File: config.mk
export PLATFORM = sky130hd
export DESIGN_NAME = cdac_regbank
export DESIGN_NICKNAME = d
export VERILOG_FILES = /design/src/rtl/cdac_pkg.sv /design/src/rtl/cdac_regbank.sv
export SDC_FILE = /design/constraint.sdc
export NUM_CORES = 1
export LEC_CHECK = 0
export ABC_AREA = 1
export BUFFER_PORTS_ARGS = -buffer_cell sky130_fd_sc_hd__buf_2
export CELL_PAD_IN_SITES_DETAIL_PLACEMENT = 1
export CELL_PAD_IN_SITES_GLOBAL_PLACEMENT = 1
export CORE_MARGIN = 2
export CORE_UTILIZATION = 39
export DETAILED_ROUTE_END_ITERATION = 7
export PLACE_DENSITY = 0.78
export SYNTH_ARGS = -nofsm -noshare
export SYNTH_HDL_FRONTEND = slang
export SYNTH_SLANG_ARGS = --single-unit
File: constraint.sdc
create_clock -name clk_sys -period 9.86 [get_ports clk_sys]
set_clock_uncertainty 0.05 [all_clocks]
set_input_delay 0.493 -clock clk_sys [delete_from_list [all_inputs] [get_ports clk_sys]]
set_output_delay 0.493 -clock clk_sys [all_outputs]
set_load 0.1 [all_outputs]
File: src/rtl/cdac_pkg.sv
// Constants and types for the current output converter register bank
package cdac_pkg;

  //////////////////////////////////////////////////////////////////////////
  // Channel and field geometry
  localparam int NCH          = 4;
  localparam int COARSE_W     = 11;
  localparam int FINE_W       = 5;
  localparam int OUT_W        = 14;
  localparam int BW_W         = 4;
  localparam int COARSE_LSB   = 17;
  localparam int COARSE_MSB   = 27;
  localparam int FINE_LSB     = 12;
  localparam int FINE_MSB     = 16;
  localparam int HOLD_MSB     = 3;
  localparam int COARSE_SHIFT = 3;

  // Control register bit positions
  localparam int CTL_WEN = 7;
  localparam int CTL_SHT = 6;
  localparam int CTL_BWH = 5;
  localparam int CTL_BWL = 2;
  localparam int CTL_PUL = 1;
  localparam int CTL_PD  = 0;

  // Reset values
  localparam logic [7:0]  CTL_RST  = 8'h01;
  localparam logic [31:0] CODE_RST = 32'h0000_0000;

  //////////////////////////////////////////////////////////////////////////
  // Address map: window, block base, per channel stride
  localparam logic [19:0] WIN_PAGE    = 20'h40086;
  localparam logic [31:0] ADDR_CH0_CODE = 32'h4008_6800;
  localparam logic [31:0] ADDR_CH0_CTL  = 32'h4008_6804;
  localparam logic [31:0] ADDR_CH1_CODE = 32'h4008_6808;
  localparam logic [31:0] ADDR_CH1_CTL  = 32'h4008_680c;
  localparam logic [31:0] ADDR_CH2_CODE = 32'h4008_6810;
  localparam logic [31:0] ADDR_CH2_CTL  = 32'h4008_6814;
  localparam logic [31:0] ADDR_CH3_CODE = 32'h4008_6818;
  localparam logic [31:0] ADDR_CH3_CTL  = 32'h4008_681c;
  localparam logic [6:0]  BLK_SEL     = 7'h40;  // Address bits 11:5

  //////////////////////////////////////////////////////////////////////////
  // Access latency: CPU cycles at the CPU rate, expressed in system clocks
  localparam int CPU_ACC_CYC = 8;
  localparam int CPU_MHZ     = 80;
  localparam int SYS_MHZ     = 40;
  localparam int ACC_CYC     = (CPU_ACC_CYC * SYS_MHZ) / CPU_MHZ;
  localparam logic [3:0] ACC_LOAD = 4'(ACC_CYC - 1);

  // Link access sequencer
  typedef enum logic [0:0] {
    LNK_IDLE = 1'b0,
    LNK_BUSY = 1'b1
  } cdac_link_t;

endpackage

File: src/rtl/cdac_regbank.sv
// Register bank and output code logic for four current output converters
// Function
// RULE1 - Coarse 11-bit code lives in code register bits 27..17.
// RULE2 - Fine 5-bit code lives in code register bits 16..12.
// RULE3 - Every code register holds four hold bits 3..0, bit n for channel n.
// RULE4 - Hold bit n set in all four registers freezes channel n output.
// RULE5 - Hold bit n clear anywhere lets a written code apply at once.
// RULE6 - Control bit 7 set enables code writes; clear clears the code.
// RULE7 - Control bit 0 set powers the channel down; clear powers up.
// RULE8 - Control registers reset to 0x01, all channels powered down.
// RULE9 - Code registers reset to zero, giving zero output current.
// RULE10 - Control bit 1 enables the pull-down current source.
// RULE11 - Control bit 6 enables overtemperature automatic shutdown.
// RULE12 - Control bits 5..2 drive the output filter bandwidth code.
// RULE13 - Zero in bits 27..12 gives a zero scale output.
// RULE14 - Registers sit in 0x40086xxx; each access takes 8 CPU cycles.
// RULE15 - Software powers the reference before clearing power down.
// RULE16 - Output equals coarse times 8 plus fine, fields overlapping.
// RULE17 - Software uses only bandwidth codes 0000 and 0101..1001.
// RULE18 - Code bits 31..28 and 11..4 read zero, writes ignored.
// RULE19 - Shutdown enabled plus overtemperature forces channel power down.
// RULE20 - Write enable low holds code at zero, discarding code writes.
`timescale 1ns/1ps

module cdac_regbank (
  // Clock and reset
  input  wire logic                   clk_sys,
  input  wire logic                   rst_n,
  // Die to die register link
  input  wire logic                   link_req,
  input  wire logic                   link_we,
  input  wire logic [31:0]            link_addr,
  input  wire logic [31:0]            link_wdata,
  output logic                        link_ready,
  output logic                        link_ack,
  output logic                        link_err,
  output logic      [31:0]            link_rdata,
  // Analog side status
  input  wire logic                   overtemp,
  // Analog side controls, one lane per channel
  output logic [cdac_pkg::NCH-1:0][cdac_pkg::OUT_W-1:0] out_code,
  output logic [cdac_pkg::NCH-1:0]                      power_down,
  output logic [cdac_pkg::NCH-1:0]                      pulldown_enable,
  output logic [cdac_pkg::NCH-1:0][cdac_pkg::BW_W-1:0]  filter_bandwidth_code
);

  ////////////////////////////////////////////////////////////////////////////
  // Storage
  logic [cdac_pkg::COARSE_W-1:0] coarse_code_q [cdac_pkg::NCH];
  logic [cdac_pkg::FINE_W-1:0]   fine_code_q   [cdac_pkg::NCH];
  logic [cdac_pkg::NCH-1:0]      hold_q        [cdac_pkg::NCH];
  logic [7:0]                    ctl_q         [cdac_pkg::NCH];
  logic [cdac_pkg::OUT_W-1:0]    applied_q     [cdac_pkg::NCH];

  // Link sequencer
  cdac_pkg::cdac_link_t          state_q;
  logic [3:0]                    cnt_q;
  logic [31:0]                   rdata_q;
  logic                          err_q;
  logic                          done;

  // Decode
  logic                          hit;
  logic                          sel_ctl;
  logic [1:0]                    sel_ch;
  logic                          take;
  logic                          wr_take;
  logic [31:0]                   rd_word;
  logic [cdac_pkg::NCH-1:0]      hold_all;

  // Next register contents, one entry per channel
  logic [cdac_pkg::COARSE_W-1:0] coarse_d      [cdac_pkg::NCH];
  logic [cdac_pkg::FINE_W-1:0]   fine_d        [cdac_pkg::NCH];
  logic [cdac_pkg::NCH-1:0]      hold_d        [cdac_pkg::NCH];
  logic [7:0]                    ctl_d         [cdac_pkg::NCH];
  logic [cdac_pkg::OUT_W-1:0]    applied_d     [cdac_pkg::NCH];

  // Width used for the combined output code
  localparam int OW = cdac_pkg::OUT_W;

  ////////////////////////////////////////////////////////////////////////////
  // Address decode
  // Only the eight word addresses of the bank answer; anything else in the
  // window or outside it completes with an error and reads as zero.
  // Full 32-bit compares cost a little area but reject every alias.
  always_comb begin
    hit     = 1'b1;
    sel_ctl = 1'b0;
    sel_ch  = 2'h0;
    if (link_addr == cdac_pkg::ADDR_CH0_CODE) begin  // RULE14
      sel_ch  = 2'h0;
    end else if (link_addr == cdac_pkg::ADDR_CH0_CTL) begin
      sel_ch  = 2'h0;
      sel_ctl = 1'b1;
    end else if (link_addr == cdac_pkg::ADDR_CH1_CODE) begin
      sel_ch  = 2'h1;
    end else if (link_addr == cdac_pkg::ADDR_CH1_CTL) begin
      sel_ch  = 2'h1;
      sel_ctl = 1'b1;
    end else if (link_addr == cdac_pkg::ADDR_CH2_CODE) begin
      sel_ch  = 2'h2;
    end else if (link_addr == cdac_pkg::ADDR_CH2_CTL) begin
      sel_ch  = 2'h2;
      sel_ctl = 1'b1;
    end else if (link_addr == cdac_pkg::ADDR_CH3_CODE) begin
      sel_ch  = 2'h3;
    end else if (link_addr == cdac_pkg::ADDR_CH3_CTL) begin
      sel_ch  = 2'h3;
      sel_ctl = 1'b1;
    end else begin
      hit = 1'b0;
    end
  end

  ////////////////////////////////////////////////////////////////////////////
  // Handshake
  // One request at a time: ready is low for the whole access, but a
  // request that stays up past its acknowledge edge is taken again.
  assign take       = (state_q == cdac_pkg::LNK_IDLE) && link_req;
  assign done       = (state_q == cdac_pkg::LNK_BUSY) && (cnt_q == 4'h0);
  assign wr_take    = done && link_we && hit;
  assign link_ready = (state_q == cdac_pkg::LNK_IDLE);
  assign link_ack   = done;
  assign link_err   = done && err_q;
  assign link_rdata = rdata_q;

  // Access sequencer
  // A fixed count stands in for the die to die latency. The request is
  // taken on one edge and acknowledged on the edge that follows the
  // count; writes land on that acknowledge edge using the address and data
  // then on the link, so a master that drops the request early still writes.
  always_ff @(posedge clk_sys or negedge rst_n) begin
    if (!rst_n) begin
      state_q <= cdac_pkg::LNK_IDLE;
      cnt_q   <= 4'h0;
    end else begin
      case (state_q)
        cdac_pkg::LNK_IDLE: begin
          if (take) begin
            state_q <= cdac_pkg::LNK_BUSY;
            cnt_q   <= cdac_pkg::ACC_LOAD;  // RULE14
          end
        end
        cdac_pkg::LNK_BUSY: begin
          if (cnt_q == 4'h0) begin
            state_q <= cdac_pkg::LNK_IDLE;
          end else begin
            cnt_q <= cnt_q - 4'h1;
          end
        end
        default: begin
          state_q <= cdac_pkg::LNK_IDLE;
        end
      endcase
    end
  end

  // Read data and error are captured when the request is taken, so
  // they stand unchanged until the acknowledge is sampled
  always_ff @(posedge clk_sys or negedge rst_n) begin
    if (!rst_n) begin
      rdata_q <= 32'h0000_0000;
      err_q   <= 1'b0;
    end else if (take) begin
      rdata_q <= rd_word;
      err_q   <= !hit;
    end
  end

  ////////////////////////////////////////////////////////////////////////////
  // Read path
  // Reserved code bits are never stored, so they read back as zero.
  // Control registers are eight bits wide; the upper bits read zero.
  always_comb begin
    rd_word = 32'h0000_0000;
    if (hit && sel_ctl) begin
      rd_word[7:0] = ctl_q[sel_ch];
    end else if (hit) begin
      rd_word[cdac_pkg::COARSE_MSB:cdac_pkg::COARSE_LSB] =
        coarse_code_q[sel_ch];  // RULE1
      rd_word[cdac_pkg::FINE_MSB:cdac_pkg::FINE_LSB] =
        fine_code_q[sel_ch];  // RULE2
      rd_word[cdac_pkg::HOLD_MSB:0] = hold_q[sel_ch];  // RULE3 RULE18
    end
  end

  ////////////////////////////////////////////////////////////////////////////
  // Next register contents
  // Clearing wins over a code write in the same access: while the write
  // enable bit is low the coarse and fine fields stay at zero. The hold
  // bits are shared between channels and stay writable either way.
  always_comb begin
    for (int ch = 0; ch < cdac_pkg::NCH; ch++) begin
      coarse_d[ch] = coarse_code_q[ch];
      fine_d[ch]   = fine_code_q[ch];
      hold_d[ch]   = hold_q[ch];
      ctl_d[ch]    = ctl_q[ch];
      if (wr_take && (sel_ch == 2'(ch))) begin
        if (sel_ctl) begin
          ctl_d[ch] = link_wdata[7:0];  // RULE7 RULE10 RULE11 RULE12
        end else begin
          coarse_d[ch] =
            link_wdata[cdac_pkg::COARSE_MSB:cdac_pkg::COARSE_LSB];  // RULE1
          fine_d[ch] =
            link_wdata[cdac_pkg::FINE_MSB:cdac_pkg::FINE_LSB];  // RULE2
          hold_d[ch] = link_wdata[cdac_pkg::HOLD_MSB:0];  // RULE3 RULE18
        end
      end
      if (!ctl_d[ch][cdac_pkg::CTL_WEN]) begin  // RULE6 RULE20
        coarse_d[ch] = '0;
        fine_d[ch]   = '0;
      end
    end
  end

  // A channel is held only when its hold bit is set in all four registers;
  // the next hold values are used so a release applies on its own write
  always_comb begin
    hold_all = '1;
    for (int ch = 0; ch < cdac_pkg::NCH; ch++) begin
      hold_all = hold_all & hold_d[ch];  // RULE4
    end
  end

  // Combined code: fine's top two bits overlap coarse's bottom two, so
  // the sum can pass the top code; it wraps within the 14-bit output
  always_comb begin
    for (int ch = 0; ch < cdac_pkg::NCH; ch++) begin
      applied_d[ch] = (OW'(coarse_d[ch]) << cdac_pkg::COARSE_SHIFT)
                    + OW'(fine_d[ch]);  // RULE16 RULE13
    end
  end

  ////////////////////////////////////////////////////////////////////////////
  // Register storage
  // Everything returns to its documented reset value on the async reset;
  // the reset branch reads constants only.
  always_ff @(posedge clk_sys or negedge rst_n) begin
    if (!rst_n) begin
      for (int ch = 0; ch < cdac_pkg::NCH; ch++) begin
        coarse_code_q[ch] <=  // RULE9
          cdac_pkg::CODE_RST[cdac_pkg::COARSE_MSB:cdac_pkg::COARSE_LSB];
        fine_code_q[ch]   <=
          cdac_pkg::CODE_RST[cdac_pkg::FINE_MSB:cdac_pkg::FINE_LSB];
        hold_q[ch]        <= cdac_pkg::CODE_RST[cdac_pkg::HOLD_MSB:0];
        ctl_q[ch]         <= cdac_pkg::CTL_RST;  // RULE8
      end
    end else begin
      for (int ch = 0; ch < cdac_pkg::NCH; ch++) begin
        coarse_code_q[ch] <= coarse_d[ch];
        fine_code_q[ch]   <= fine_d[ch];
        hold_q[ch]        <= hold_d[ch];
        ctl_q[ch]         <= ctl_d[ch];
      end
    end
  end

  // Applied code: a held channel keeps its last code; the stored code
  // moves on and is applied in the same edge that clears the hold
  always_ff @(posedge clk_sys or negedge rst_n) begin
    if (!rst_n) begin
      for (int ch = 0; ch < cdac_pkg::NCH; ch++) begin
        applied_q[ch] <= '0;  // RULE9
      end
    end else begin
      for (int ch = 0; ch < cdac_pkg::NCH; ch++) begin
        if (!hold_all[ch]) begin  // RULE4 RULE5
          applied_q[ch] <= applied_d[ch];
        end
      end
    end
  end

  ////////////////////////////////////////////////////////////////////////////
  // Analog side controls
  // Power down is a flop, so the overtemperature force reaches the pin one
  // clock after the input; the input is taken as already synchronous.
  // The force does not touch the stored power down bit, so the channel
  // comes back by itself once the condition clears.
  always_ff @(posedge clk_sys or negedge rst_n) begin
    if (!rst_n) begin
      power_down            <=
        {cdac_pkg::NCH{cdac_pkg::CTL_RST[cdac_pkg::CTL_PD]}};  // RULE8
      pulldown_enable       <= '0;
      filter_bandwidth_code <= '0;
    end else begin
      for (int ch = 0; ch < cdac_pkg::NCH; ch++) begin
        power_down[ch]      <= ctl_d[ch][cdac_pkg::CTL_PD]  // RULE7
                             | (ctl_d[ch][cdac_pkg::CTL_SHT]
                             & overtemp);  // RULE11 RULE19
        pulldown_enable[ch] <= ctl_d[ch][cdac_pkg::CTL_PUL];  // RULE10
        filter_bandwidth_code[ch] <=
          ctl_d[ch][cdac_pkg::CTL_BWH:cdac_pkg::CTL_BWL];  // RULE12
      end
    end
  end

  // Output codes come straight from the applied code flops,
  // with no logic between flop and pin
  always_comb begin
    for (int ch = 0; ch < cdac_pkg::NCH; ch++) begin
      out_code[ch] = applied_q[ch];
    end
  end

endmodule

# Word-level counts from Yosys, hierarchy flattened

Cells that the tools add are included.

Bits in registers: 222
Input port bits: 69
Output and inout port bits: 115
Logic and storage cells: 162

Add/subtract/negate cells: 5
Magnitude comparators: 1
Eq/ne operators: 13
Mux-type cells: 86
Bitwise operators: 13
Reduce and logical (&&, ||, !) cells: 14

Operators with widths:

| kind                                                     | number |
|---|---|
| == test 32 x 31 -> 1 bit, second input constant          | 8 |
| 2-to-1 mux 11 bit                                        | 14 |
| 2-to-1 mux 8 bit                                         | 10 |
| 2-to-1 mux 5 bit                                         | 14 |
| 2-to-1 mux 4 bit                                         | 15 |
| adder 14 x 5 -> 14 bit                                   | 4 |
| 2-to-1 mux 16 bit                                        | 2 |
| binary-select mux 11 bit (select 2 bit)                  | 1 |
| 2-to-1 mux 1 bit                                         | 17 |
| binary-select mux 8 bit (select 2 bit)                   | 1 |
| 2-to-1 mux 2 bit                                         | 8 |
| bitwise AND 4 bit                                        | 3 |
| binary-select mux 5 bit (select 2 bit)                   | 1 |
| logical AND 1 bit                                        | 10 |
| binary-select mux 4 bit (select 2 bit)                   | 1 |
| one-hot mux 4 bit (2 select lines)                       | 1 |
| bitwise AND 1 bit                                        | 4 |
| == test 2 bit, second input constant                     | 2 |
| logical NOT 4 bit                                        | 1 |
| bitwise OR 1 bit                                         | 4 |
| subtractor 4 x 1 -> 4 bit, second input constant         | 1 |
| greater-or-equal comparator 3 bit, second input constant | 1 |
| inverter 2 -> 3 bit                                      | 1 |
| == test 2 x 1 -> 1 bit, second input constant            | 1 |
| 7 further kinds                                          | 7 |

# Depth between registers and ports, before layout

Depth after elaboration: 15
Mapped depth: 27
Depth with buffers taken out: 25

# Least setup slack after synthesis

Ideal clock, no wire load.

Path type: register to register
Start point: register state_q
End point: register applied_q, in the netlist out_code[27]
Arrival time: 4398 ps
Required time: 9690 ps
Path slack: 5292 ps
Stages on the path, launching flop included: 22
Path buffers: 2
Clock period less this slack: 4568 ps
Cell sequence: dfrtp_1 inv_1 nor2_2 nand2_2 inv_1 nand3_2 inv_2 nand2_4 o21ai_2 buf_4 buf_2 o221ai_1 inv_1 ha_1 inv_1 fa_1 nor2_2 nand2_1 nor2_4 nand3_1 nand3_1 nand2_1

RTL lines:

| what                          | RTL line            | RTL |
|---|---|---|
| start, declared               | cdac_regbank.sv:56  | `cdac_pkg::cdac_link_t state_q;` |
| start signal, assigned        | cdac_regbank.sv:134 | `state_q <= cdac_pkg::LNK_IDLE;` |
| start signal, assigned        | cdac_regbank.sv:140 | `state_q <= cdac_pkg::LNK_BUSY;` |
| start signal, assigned        | cdac_regbank.sv:146 | `state_q <= cdac_pkg::LNK_IDLE;` |
| end signal, assigned by index | cdac_regbank.sv:268 | `applied_q[ch] <= applied_d[ch];` |
| end, declared                 | cdac_regbank.sv:53  | `logic [cdac_pkg::OUT_W-1:0] applied_q [cdac_pkg::NCH];` |

==> flow_summary.json <==
{
  "vias": 9969,
  "clkTransAtPathRegs_ns": 0.06,
  "fmax_mhz": 211.1,
  "drc": 0,
  "cts_hold_buf": 0,
  "coreArea_um2": 27030,
  "leakage_nw": 6.933,
  "detail-route-antenna-nets": 0,
  "clkLatencyLatePin_ns": 0.53,
  "grt_overflow": 0,
  "ys_types": 58,
  "clock-sinks": 202,
  "synth_edf_count": 0,
  "syn_inst": 1308,
  "power_density_nw_per_um2": 160.6,
  "seq_area_um2": 5065,
  "clock-root-buffer": "clkbuf_16",
  "finalCritPeriodShare_pct": 48.05,
  "drt_iter0_drc": 668,
  "fillCellCount": 3372,
  "worstMarginPinSlew_ns": 1.317,
  "num_antenna_cells": 0,
  "fin_util_pct": 45.80,
  "cts_htree_levels": 1,
  "post_cts_buffers": 0,
  "start_util_pct": 39.73,
  "maxSlewViolCount": 0,
  "detail_route.vias_per_cell": 5.523,
  "synth_seq_cells": 202,
  "cts_buffers": 24,
  "row_count": 60,
  "yosysMostFrequentCell": "nand2_1",
  "synth_common_cells": "313 x nand2_1, 194 x dfrtp_1, 169 x inv_1, 112 x nor2_1, 73 x nand3_1",
  "startpoint_type": "flop",
  "avgSynthCellArea_um2": 8.208,
  "first_pass_iters": 5,
  "fin_crit_ns": 4.738,
  "crit_path_max_fanout": 20,
  "grt_pass1_vias": 10360,
  "outcome": "finished, final reports clean",
  "maxSlewHeadroom_pct": 11.75,
  "end_kind": "flop",
  "yosysSeqAreaShare_pct": 47.17,
  "area_delta_synth_final_pct": 15.29,
  "ys_async_sr_fraction_pct": 100.0,
  "grt_use_total_pct": 26.41,
  "post-synth-top-area-fraction_pct": 45.22,
  "ir_drop_v": 0.00008245,
  "hold_viol": 0,
  "gp_congestion": 0.9125,
  "cts_buffer_depth": 3,
  "post_cts_resized": 0,
  "drt_wl_total_um": 37860,
  "ios": 184,
  "routedWlPerCell_um": 20.98,
  "io_buffers": 167,
  "dieWidth_um": 169.9,
  "netlist_area_um2": 10740,
  "setup_violations": 0,
  "grt_pass1_wl_um": 58780,
  "synthTopCellsByArea": "dfrtp_1 45%, nand2_1 11%, inv_1 5.9%",
  "arrival_ns": 5.08,
  "fin_tns_setup_ns": 0,
  "synth_top_cell_by_area": "dfrtp_1",
  "grt_start_max_net_pins": 131,
  "synth_flop_cell": "dfrtp_1",
  "critPathRequiredTime_ns": 10.20,
  "die_h_um": 169.9,
  "dp_hpwl_um": 27800,
  "fin_nets": 1530,
  "max-cap-violations": 0,
  "antenna_found_initial": 1,
  "drive_gt1_share_pct": 20.83,
  "rsz0062_at_grt": "false",
  "yosysWarnings": 0,
  "die_area_um2": 28870,
  "multi_input_area_um2": 4528,
  "hold_path_class": "in2async",
  "crit_type": "reg2reg",
  "cts_tree": "built"
}
[registers in the layout, indices dropped and copies added, names as in the netlist]
signal / cells
power_down: 4
filter_bandwidth_code: 12
cnt_q: 4
ctl_q: 17
link_rdata: 24
state_q: 1
fine_code_q: 20
hold_q: 16
out_code: 56
coarse_code_q: 44
pulldown_enable: 3
err_q: 1
[per-stage QoR]
stage,std cells,hold WS (ns),worst slack [ns],total power (W),instance area [um^2]
floorplan,1315,0.1474,5.292,0.001047,10760
global placement,1763,0.4048,5.038,0.001115,11610
detailed placement,1763,0.4097,4.932,0.001122,11610
CTS,1805,0.1530,5.119,0.001994,12380
global route,1805,0.1645,4.742,0.002048,12380
finish,1805,0.07182,5.122,0.001988,12380
[final cells by class]
class / instances / share of cell area, %
clock buffers: 39 / 5.883
clock inverters: 3 / 0.3235
repair buffers: 171 / 7.066
well taps: 341 / 3.447
inverters: 189 / 5.782
flip-flops and latches: 202 / 40.92
multi-input cells: 860 / 36.58
[per-layer routing]
layer / global-route usage, % / wire (um)
met5: 0 / 12
met4: 8.361 / 1179
met1: 35.47 / 16620
met3: 4.186 / 2485
met2: 43.94 / 17570
[cells by family (layout without fill, tap and decap cells)]
kind of cell,Yosys count,count (layout),synth area share (%)
flops,202,202,47.17
other cells,1,8,0.03493
xor+xnor,3,3,0.2448
fa+ha+maj,13,13,1.795
simple gates,593,593,25.15
buf+inv,253,402,10.94
compound gates,243,243,14.66
[critical path: stages (launching register included)]
cell	delay, ns
dfrtp_1	0.39
inv_1	0.09
ha_1	0.18
nand3_1	0.15
nor2_2	0.24
nand2_2	0.15
inv_1	0.22
nand3_2	0.50
inv_2	0.35
nand2_4	0.15
o21ai_2	0.16
buf_4	0.27
o221ai_1	0.16
inv_1	0.12
ha_1	0.17
inv_1	0.06
fa_1	0.40
nor2_2	0.17
nand2_1	0.13
nor2_4	0.15
nand3_1	0.09
nand3_1	0.16
nand2_1	0.07
[power by group]
group | switching [W] | internal (W) | total [W]
registers | 0.00000892 | 0.000848 | 0.000857
clock network | 0.000355 | 0.000527 | 0.000881
logic | 0.000204 | 0.0000448 | 0.000249
[final timing paths]
kind | startpoint | to | slack (ns) | cells after the start
setup / recovery | cnt_q[0]$_DFFE_PN0P_ | out_code[27]$_DFFE_PN0N_ | 5.12 | 22
hold / removal | rst_n | out_code[16]$_DFFE_PN0N_ | 0.07 | 1
setup reg to reg | cnt_q[0]$_DFFE_PN0P_ | out_code[27]$_DFFE_PN0N_ | 5.12 | 22
hold reg to reg | out_code[46]$_DFFE_PN0N_ | out_code[46]$_DFFE_PN0N_ | 0.42 | 2
max in group asynchronous | rst_n | hold_q[3]$_DFF_PN0_ | 8.12 | 2
min in group clk_sys | overtemp | power_down[1]$_DFF_PN1_ | 0.23 | 2
[cell usage in the layout, fill, tap and decap left out, types with 3 or more instances in the layout]
| cell type | instances |
|---|---|
| nand3_1 | 73 |
| o31ai_1 | 3 |
| inv_2 | 15 |
| o21ai_0 | 72 |
| a21oi_1 | 29 |
| nand2_2 | 16 |
| o22ai_2 | 3 |
| dfstp_2 | 8 |
| fa_1 | 4 |
| a21o_1 | 5 |
| o22ai_1 | 54 |
| buf_4 | 4 |
| o21ai_1 | 6 |
| conb_1 | 8 |
| nand3_2 | 10 |
| nor2_1 | 112 |
| nand2_1 | 313 |
| a21oi_2 | 4 |
| nand2_4 | 7 |
| a31oi_1 | 5 |
| nor3_1 | 4 |
| clkbuf_1 | 9 |
| or2_2 | 3 |
| nand4_1 | 23 |
| buf_2 | 166 |
| dfrtp_1 | 194 |
| nor2_2 | 17 |
| o21a_1 | 6 |
| o221ai_1 | 23 |
| a22oi_1 | 17 |
| clkbuf_16 | 25 |
| inv_1 | 169 |
| ha_1 | 9 |
| clkinv_2 | 3 |
| clkbuf_8 | 6 |
| nor2_4 | 6 |
| a221oi_1 | 4 |
| nor2_8 | 3 |
No activity file was read; power rests on OpenSTA's default activity.
